$ cat config.mk
export PLATFORM = sky130hd
export DESIGN_NAME = lims_top
export DESIGN_NICKNAME = d
export VERILOG_FILES = /design/src/core/lims_top.v
export VERILOG_INCLUDE_DIRS = /design/src /design/src/pkg
export SDC_FILE = /design/constraint.sdc
export NUM_CORES = 1
export LEC_CHECK = 0
export ABC_AREA = 0
export BUFFER_PORTS_ARGS = -buffer_cell sky130_fd_sc_hd__buf_2
export CAP_MARGIN = 0
export CELL_PAD_IN_SITES_DETAIL_PLACEMENT = 0
export CELL_PAD_IN_SITES_GLOBAL_PLACEMENT = 2
export CORE_MARGIN = 10
export CORE_UTILIZATION = 34
export CTS_CLUSTER_SIZE = 8
export DETAILED_ROUTE_END_ITERATION = 12
export GPL_ROUTABILITY_DRIVEN = 0
export PLACE_DENSITY_LB_ADDON = 0.1
export SLEW_MARGIN = 40
export SYNTH_ARGS = -nofsm -noshare
export SYNTH_HDL_FRONTEND = slang
export SYNTH_SLANG_ARGS = --single-unit
$ cat constraint.sdc
create_clock -name mclk -period 4.4 [get_ports mclk]
set_input_delay 0.44 -clock mclk [delete_from_list [all_inputs] [get_ports mclk]]
set_output_delay 0.44 -clock mclk [all_outputs]
set_load 0.03 [all_outputs]
$ cat src/pkg/lims_regs.vh
// register map, field positions, reset values and timing constants for the link indicator block
`ifndef LIMS_REGS_VH
`define LIMS_REGS_VH

// ****************************************************
// register offsets (byte addresses)
// ****************************************************
`define LIMS_ADDR_W            4
`define LIMS_OFS_CTRL          4'h0
`define LIMS_OFS_LINK          4'h4
`define LIMS_OFS_STAT          4'h8

// ****************************************************
// control register fields
// ****************************************************
`define LIMS_CTRL_LOWFREQ_BIT  0
`define LIMS_CTRL_RST          32'h0000_0000

// ****************************************************
// link register fields
// ****************************************************
`define LIMS_LINK_UP_BIT       0
`define LIMS_LINK_FAST_BIT     1
`define LIMS_LINK_FULL_BIT     2
`define LIMS_LINK_RST          32'h0000_0000

// ****************************************************
// status register fields
// ****************************************************
`define LIMS_STAT_SPI_BIT      0
`define LIMS_STAT_PAR_BIT      1
`define LIMS_STAT_LOWFREQ_BIT  2
`define LIMS_STAT_STRAP_LSB    4
`define LIMS_STAT_STRAP_MSB    7

// ****************************************************
// strap codes
// ****************************************************
`define LIMS_STRAP_SPI         4'h0
`define LIMS_STRAP_PAR_MASK    4'hE
`define LIMS_STRAP_PAR         4'h4

// ****************************************************
// timing
// ****************************************************
`define LIMS_REF_MHZ           7'h19
`define LIMS_FAST_MHZ          7'h64
`define LIMS_CLK_RST           7'h00
`define LIMS_MCLK_HZ           10000000
`define LIMS_MS_DIV            1000
`define LIMS_BLINK_MS          50

// ****************************************************
// bus read data
// ****************************************************
`define LIMS_RDATA_RST         32'h0000_0000

// ****************************************************
// host mode flag positions
// ****************************************************
`define LIMS_MODE_SPI          0
`define LIMS_MODE_PAR          1

// ****************************************************
// synchroniser bit positions
// ****************************************************
`define LIMS_SYNC_W            8
`define LIMS_SYN_STRAP_LSB     0
`define LIMS_SYN_STRAP_MSB     3
`define LIMS_SYN_TX            4
`define LIMS_SYN_RX            5
`define LIMS_SYN_COL           6
`define LIMS_SYN_RST           7

`endif

$ cat src/core/lims_top.v
// link indicator leds, host mode strap decode and internal clock select
// What this block does
// - strap 0000 picks serial host mode, 010x picks parallel bus host mode
// - internal clock runs 25 MHz in low frequency mode or 100 MHz normally
// - link, speed, duplex leds active low: up, 100 Mbps, full duplex
// - link up: activity led steady without traffic, flashing during traffic
// - link down: activity led held high regardless of traffic
// - collision led low on collision during transmit, high otherwise
//
// Implementation choices: the address map and register access over Avalon-MM.
`include "lims_regs.vh"
module lims_top #(
    parameter integer BLINK_CYCLES = (`LIMS_MCLK_HZ / `LIMS_MS_DIV) * `LIMS_BLINK_MS
) (
    input  wire        mclk,
    input  wire        reset,
    input  wire [3:0]  host_mode_strap,
    input  wire        tx_active,
    input  wire        rx_active,
    input  wire        collision,
    input  wire [3:0]  avs_address,
    input  wire        avs_read,
    input  wire        avs_write,
    input  wire [31:0] avs_writedata,
    output reg  [31:0] avs_readdata,
    output reg         avs_waitrequest,
    output reg         link_up_led_n,
    output reg         speed_fast_led_n,
    output reg         full_duplex_led_n,
    output reg         traffic_activity_led_n,
    output reg         collision_led_n,
    output reg         spi_mode_sel,
    output reg         parallel_mode_sel,
    output reg  [6:0]  int_clk_mhz
);

    // ****************************************************
    // bus states and synchroniser width
    // ****************************************************
    localparam [1:0]   BUS_IDLE = 2'h1;
    localparam [1:0]   BUS_ACK  = 2'h2;
    localparam integer SYNC_W   = `LIMS_SYNC_W;

    // ****************************************************
    // decode helpers
    // ****************************************************
    // strap code to host mode flags, other codes select none
    function [1:0] strap_mode;
        input [3:0] code;
        begin
            strap_mode = 2'h0;
            if (code == `LIMS_STRAP_SPI) begin
                strap_mode[`LIMS_MODE_SPI] = 1'b1;
            end
            if ((code & `LIMS_STRAP_PAR_MASK) == `LIMS_STRAP_PAR) begin
                strap_mode[`LIMS_MODE_PAR] = 1'b1;
            end
        end
    endfunction

    // register select for a bus address
    function addr_hit;
        input [3:0] addr;
        input [3:0] ofs;
        begin
            addr_hit = (addr == ofs);
        end
    endfunction

    // ****************************************************
    // input synchronisers
    // ****************************************************
    // no reset on these flops, so the strap is still seen while reset is high
    wire [SYNC_W-1:0] sync_in;
    wire [SYNC_W-1:0] sync_q;

    assign sync_in[`LIMS_SYN_STRAP_MSB:`LIMS_SYN_STRAP_LSB] = host_mode_strap;
    assign sync_in[`LIMS_SYN_TX]                            = tx_active;
    assign sync_in[`LIMS_SYN_RX]                            = rx_active;
    assign sync_in[`LIMS_SYN_COL]                           = collision;
    assign sync_in[`LIMS_SYN_RST]                           = reset;

    genvar g;
    generate
        for (g = 0; g < SYNC_W; g = g + 1) begin : g_sync
            reg s1_r;
            reg s2_r;
            always @(posedge mclk) begin
                s1_r <= sync_in[g];
                s2_r <= s1_r;
            end
            assign sync_q[g] = s2_r;
        end
    endgenerate

    wire [3:0] strap_q = sync_q[`LIMS_SYN_STRAP_MSB:`LIMS_SYN_STRAP_LSB];
    wire       rst_q   = sync_q[`LIMS_SYN_RST];
    wire       traffic = sync_q[`LIMS_SYN_TX] | sync_q[`LIMS_SYN_RX];
    wire       col_tx  = sync_q[`LIMS_SYN_COL] & sync_q[`LIMS_SYN_TX];

    // ****************************************************
    // strap capture
    // ****************************************************
    reg  [3:0] strap_r;
    wire [1:0] host_mode = strap_mode(strap_r);
    wire       mode_ok   = ~rst_q;

    // loads while the synchronised reset is high, then holds until the next reset
    always @(posedge mclk) begin
        if (rst_q) begin
            strap_r <= strap_q;
        end
    end

    // ****************************************************
    // registers
    // ****************************************************
    reg  [1:0]  bus_st_r;
    reg  [1:0]  bus_nxt;
    reg  [31:0] ctrl_r;
    reg  [31:0] link_r;
    reg  [31:0] ctrl_nxt;
    reg  [31:0] link_nxt;
    reg  [31:0] rd_nxt;
    wire        wr_done = avs_write & (bus_st_r == BUS_ACK);
    wire        lowf    = ctrl_r[`LIMS_CTRL_LOWFREQ_BIT];
    wire        lup     = link_r[`LIMS_LINK_UP_BIT];
    wire [`LIMS_LINK_FULL_BIT:`LIMS_LINK_UP_BIT] link_wd = avs_writedata[`LIMS_LINK_FULL_BIT:`LIMS_LINK_UP_BIT];

    always @* begin
        rd_nxt = `LIMS_RDATA_RST;
        case (avs_address)
            `LIMS_OFS_CTRL: begin
                rd_nxt = ctrl_r;
            end
            `LIMS_OFS_LINK: begin
                rd_nxt = link_r;
            end
            `LIMS_OFS_STAT: begin
                rd_nxt[`LIMS_STAT_SPI_BIT]                        = host_mode[`LIMS_MODE_SPI] & mode_ok;
                rd_nxt[`LIMS_STAT_PAR_BIT]                        = host_mode[`LIMS_MODE_PAR] & mode_ok;
                rd_nxt[`LIMS_STAT_LOWFREQ_BIT]                    = lowf;
                rd_nxt[`LIMS_STAT_STRAP_MSB:`LIMS_STAT_STRAP_LSB] = strap_r;
            end
            default: begin
                rd_nxt = `LIMS_RDATA_RST;
            end
        endcase
    end

    // writes land at the completing edge; only defined bits are kept
    always @* begin
        ctrl_nxt = ctrl_r;
        link_nxt = link_r;
        if (wr_done && addr_hit(avs_address, `LIMS_OFS_CTRL)) begin
            ctrl_nxt                         = `LIMS_CTRL_RST;
            ctrl_nxt[`LIMS_CTRL_LOWFREQ_BIT] = avs_writedata[`LIMS_CTRL_LOWFREQ_BIT];
        end
        if (wr_done && addr_hit(avs_address, `LIMS_OFS_LINK)) begin
            link_nxt                                        = `LIMS_LINK_RST;
            link_nxt[`LIMS_LINK_FULL_BIT:`LIMS_LINK_UP_BIT] = link_wd;
        end
    end

    // one wait cycle: taken in idle, waitrequest low on the next edge
    always @* begin
        bus_nxt = BUS_IDLE;
        case (bus_st_r)
            BUS_IDLE: begin
                if (avs_read || avs_write) begin
                    bus_nxt = BUS_ACK;
                end
            end
            BUS_ACK: begin
                bus_nxt = BUS_IDLE;
            end
            default: begin
                bus_nxt = BUS_IDLE;
            end
        endcase
    end

    always @(posedge mclk or posedge reset) begin
        if (reset) begin
            bus_st_r        <= BUS_IDLE;
            avs_waitrequest <= 1'b1;
            avs_readdata    <= `LIMS_RDATA_RST;
            ctrl_r          <= `LIMS_CTRL_RST;
            link_r          <= `LIMS_LINK_RST;
        end else begin
            bus_st_r        <= bus_nxt;
            avs_waitrequest <= (bus_nxt != BUS_ACK);
            ctrl_r          <= ctrl_nxt;
            link_r          <= link_nxt;
            if (bus_nxt == BUS_ACK) begin
                avs_readdata <= avs_read ? rd_nxt : `LIMS_RDATA_RST;
            end
        end
    end

    // ****************************************************
    // activity blink timer
    // ****************************************************
    reg  [31:0] blink_cnt_r;
    reg         blink_r;

    always @(posedge mclk or posedge reset) begin
        if (reset) begin
            blink_cnt_r <= 32'h0000_0000;
            blink_r     <= 1'b0;
        end else if (!traffic || !lup) begin
            blink_cnt_r <= 32'h0000_0000;
            blink_r     <= 1'b0;
        end else if (blink_cnt_r >= BLINK_CYCLES - 1) begin
            blink_cnt_r <= 32'h0000_0000;
            blink_r     <= ~blink_r;
        end else begin
            blink_cnt_r <= blink_cnt_r + 32'h0000_0001;
        end
    end

    // ****************************************************
    // outputs
    // ****************************************************
    always @(posedge mclk or posedge reset) begin
        if (reset) begin
            link_up_led_n          <= 1'b1;
            speed_fast_led_n       <= 1'b1;
            full_duplex_led_n      <= 1'b1;
            traffic_activity_led_n <= 1'b1;
            collision_led_n        <= 1'b1;
            spi_mode_sel           <= 1'b0;
            parallel_mode_sel      <= 1'b0;
            int_clk_mhz            <= `LIMS_CLK_RST;
        end else begin
            link_up_led_n          <= ~lup;
            speed_fast_led_n       <= ~link_r[`LIMS_LINK_FAST_BIT];
            full_duplex_led_n      <= ~link_r[`LIMS_LINK_FULL_BIT];
            traffic_activity_led_n <= lup ? blink_r : 1'b1;
            collision_led_n        <= ~col_tx;
            spi_mode_sel           <= host_mode[`LIMS_MODE_SPI] & mode_ok;
            parallel_mode_sel      <= host_mode[`LIMS_MODE_PAR] & mode_ok;
            int_clk_mhz            <= lowf ? `LIMS_REF_MHZ : `LIMS_FAST_MHZ;
        end
    end

endmodule

=== After elaboration in Yosys (flattened, before gate mapping) ===
Cells that the tools add are included.

* Add/sub/neg operators: 1
* Multipliers: 0
* Divide/modulo/power cells: 0
* Magnitude comparators: 1
* Equality and inequality tests: 7
* Shifts and indexed selects: 0
* Multiplexer cells: 13
* Bitwise gates (word level): 11
* Reduce and logical (&&, ||, !) cells: 9

{| class="wikitable"
|+ Operator list
! operator !! count
|-
| $mux W32 || 2
|-
| $add A32 B1 Y32 const B || 1
|-
| $ge A32 B19 Y1 const B || 1
|-
| $pmux W3 S3 || 1
|-
| $logic_not A4 Y1 || 2
|-
| $mux W8 || 1
|-
| $mux W7 || 1
|-
| $not A1 Y1 || 6
|-
| $mux W1 || 5
|-
| $and A1 B1 Y1 || 4
|-
| $eq A2 B2 Y1 const B || 2
|-
| $eq A4 B3 Y1 const B || 1
|-
| $eq A4 B4 Y1 const B || 1
|-
| $mux W2 || 2
|-
| $mux W4 || 1
|-
| $eq A3 B2 Y1 const B || 1
|-
| $eq A2 B1 Y1 const B || 1
|-
| $logic_and A1 B1 Y1 || 2
|-
| $logic_not A1 Y1 || 2
|-
| $logic_or A1 B1 Y1 || 2
|-
| $ne A2 B2 Y1 const B || 1
|-
| $reduce_bool A2 Y1 || 1
|-
| $or A1 B1 Y1 || 1
|}

* Register bits after elaboration: 106
* Latch bits: 0
* RAM bits: 0
* Bits in read-only memories: 0
* Input port bits: 47
* Output and inout bits: 47
* Logic and storage cells: 74
* Memories: 0

=== Depth between registers and ports, before layout ===
* Depth after elaboration: 5
* Depth in mapped cells: 7
* Mapped depth without buffers: 6

=== Worst setup path before layout ===
OpenSTA, ideal clock, no wires.

* Path kind: register to register
* From: register blink_cnt_r[0]
* To: register blink_r
* Arrival time: 1.575 ns
* Data required time: 4.275 ns
* Slack: 2.700 ns
* Cell stages (with the launch flop): 7
* Period minus slack after synthesis: 1.700 ns
* Path through: dfrtp_1 -> ha_1 -> nand4_1 -> a211oi_1 -> nor2_1 -> o21bai_4 -> mux2_4

* Word-level cells in the longest chain between the ends: 2

{| class="wikitable"
|+ RTL lines
! item !! RTL line !! source
|-
| start, declared || lims_top.v:204 || <nowiki>reg [31:0] blink_cnt_r;</nowiki>
|-
| start signal, assigned || lims_top.v:218 || <nowiki>blink_cnt_r <= blink_cnt_r + 32'h0000_0001;</nowiki>
|-
| $ge A32 B19 Y1 || lims_top.v:214 || <nowiki>end else if (blink_cnt_r >= BLINK_CYCLES - 1) begin</nowiki>
|-
| $reduce_bool A2 Y1 (no source line) || n/a ||
|-
| end signal, assigned || lims_top.v:216 || <nowiki>blink_r <= ~blink_r;</nowiki>
|-
| end, declared || lims_top.v:205 || <nowiki>reg blink_r;</nowiki>
|}

Every way passes these cells.
A chain may end at the register's enable or synchronous reset.

=== Final worst setup path ===
Same ends and word-level chain as after synthesis.

==> impl_metrics.toml <==
[critical_path]
crit_fanout = 19
startpoint_type = "flip-flop"
worstSetupEndpointType = "flip-flop"
crit_required_ns = 4.63
critical_path_class = "reg -> reg"
crit_arrival_ns = 2.33

[detailed_routing]
dr_total_vias = 1637
wirelength_mm = 5.14
postRouteAntennaNets = 0
drtPass1Iterations = 4
drcViolationCount = 0
drt-initial-drc-count = 65
routed_via_density = 4.05
wire_per_inst_um = 12.7

[synthesis]
syn_inst = 237
avgSynthCellArea_um2 = 12.1
synthesis.area_um2 = 2870
synth_top_family_by_area = "simple AND/OR/NAND/NOR gates"
synthFlopType = "dfrtp_1"
synth_compound_area_share_pct = 4.58
yosysSeqAreaShare_pct = 63.6
synth_top_area_cell = "dfrtp_1"
synth_area_leaders = "dfrtp_1, dfxtp_1, buf_4"
yosys-top-cells-count = "dfrtp_1, buf_4, nor2_1, dfxtp_1, nand2_1"
synth-xor-area-share_pct = 4.89
async_flop_share_pct = 73.3
synth_cell_types = 41
synth-edff-count = 4
synthMuxAreaShare_pct = 2.44
synth-seq-cells = 75
yosys.area_share.simple_pct = 14.2
yosysWarnings = 0
synth_top_area_share_pct = 42.8
synth_most_common_cell = "dfrtp_1"
synth-adder-area-share_pct = 0.436

[global_route]
grt_max_degree = 56
grt_pass1_vias = 1753
antenna_found_initial = 0
grt_pass1_wl_mm = 8.62
gr-total-overflow = 0
grt_usage_pct = 8.49

[layout]
drive_above_1_share_pct = 23.7
num-nets-final = 342
syn_to_final_growth_pct = 15.1
num_antenna_cells = 0
fin_area_um2 = 3300
n_fill_cell = 842

[placed_design]
hpwl_mm = 3.60
io_buffers = 38
place_area_um2 = 3100
pre_cts_ws_ns = 2.25

[power]
vdd_drop_max_uv = 205
power_density_nw_per_um2 = 449
p_leak_nw = 1.50

[cts]
clkTransAtPathRegs_ns = 0.09
cts_hold_buf = 0
htree_levels = 3
clkLatencyLatePin_ns = 0.35
post-cts-setup-buffer-count = 0
cts_root_buffer = "clkbuf_8"
cts_sinks = 75
cts_resized = 0
cts_tree = "built"
numCtsBuffers = 9
clock_path_buffers = 2

[sta]
tightest_slew_ns = 0.733
fmax_ghz = 0.477
finalCriticalPeriod_ns = 2.10
period_share_pct = 47.6
setup_violations = 0
tns_ns = 0
fin_hold_ws_ns = 0.184
fin_ws_ns = 2.30
skew_ns = 0.00700
finalHoldViolations = 0
drv_slew = 0
rsz0062_at_grt = "no"
slew_headroom_pct = 51.2

[job]
cap_viol_max_count = 0

[min_path]
hold_path.class = "in -> reg"

[floorplanning]
dieArea_um2 = 12500
ios = 94
placementRows = 33
die_h_um = 112
dieWidth_um = 112
core_um2 = 8220
initial_core_util_pct = 34.9

[run_status]
status = "finished clean"
[where the power goes]
part	internal [mW]	switching (mW)
clock	0.225	0.298
combinational	0.0466	0.137
sequential	0.751	0.0253
total	1.02	0.460
[final timing paths]
kind | from | end | slack, ns | cells after the start
min in group asynchronous | reset | avs_readdata[4] | 0.29 | 3
max in group asynchronous | reset | blink_r | 3.62 | 3
hold reg to reg | g_sync[1].s1_r | g_sync[1].s2_r | 0.33 | 0
setup / recovery | blink_cnt_r[0] | blink_r | 2.30 | 6
hold / removal | host_mode_strap[0] | g_sync[0].s1_r | 0.18 | 1
setup reg to reg | blink_cnt_r[0] | blink_r | 2.30 | 6
[critical path, cell delays in order (launching register included)]
cell	delay [ns]
dfrtp_1	0.42
ha_1	0.28
nand4_1	0.13
a211oi_1	0.22
nor2_1	0.13
o21bai_4	0.47
mux2_4	0.34
[layout make-up]
type	count	area, um2	area share, %
multi-input combinational	158	908	27.5
sequential	75	1820	55.2
clock inverter	7	75.1	2.27
timing repair buffer	39	198	5.99
inverter	11	41.3	1.25
tap	105	131	3.98
clock buffer	9	124	3.75
[metrics by stage]
| step | cells | utilization, % | total power [mW] |
|---|---|---|---|
| 2_1_floorplan | 275 | - | 0.949 |
| 3_3_place_gp | 388 | 37.8 | 0.977 |
| 3_5_place_dp | 388 | 37.8 | 0.977 |
| 4_1_cts | 404 | 40.2 | 1.51 |
| 5_1_grt | 404 | 40.2 | 1.56 |
| 6_report | 404 | 40.2 | 1.48 |
[sequential cells by signal (all words and copies together), names as in the netlist]
| register | flops |
|---|---|
| blink_r | 1 |
| spi_mode_sel | 1 |
| collision_led_n | 1 |
| traffic_activity_led_n | 1 |
| full_duplex_led_n | 1 |
| g_sync.s2_r | 8 |
| link_r | 3 |
| g_sync.s1_r | 8 |
| int_clk_mhz | 2 |
| ctrl_r | 1 |
| parallel_mode_sel | 1 |
| blink_cnt_r | 32 |
| avs_readdata | 7 |
| speed_fast_led_n | 1 |
| bus_st_r | 2 |
| strap_r | 4 |
| link_up_led_n | 1 |
[kinds of logic (layout without fill, tap and decap cells)]
kind of cell               after synthesis  after routing
other                                    1             39
AOI/OAI and AO/OA                       18             18
xor gates and xnor gates                16             16
DFF                                     75             75
muxes                                    6              6
and+or+nand+nor                         78             78
buffers and inverters                   42             66
adders and majority gates                1              1
[placed cells by master, fill, tap and decap left out, types with 6 or more instances in the layout]
cell type and n:
nor3_1 8, xnor2_1 8, nand2_1 12, buf_2 38, xor2_1 8, clkbuf_8 9, inv_1 10, dfrtp_1 49
nor2_1 27, dfstp_2 6, conb_1 39, dfxtp_1 16, nand3_1 7
[per-layer routing]
layer	part of all wire [%]	vias up	GRT usage [%]
li1	-	839	-
met1	48	753	10.7
met2	46	41	12.5
met3	5.6	4	3.86
met4	0.89	0	3.08
met5	0	-	0
Power figures use the tool's default switching activity.
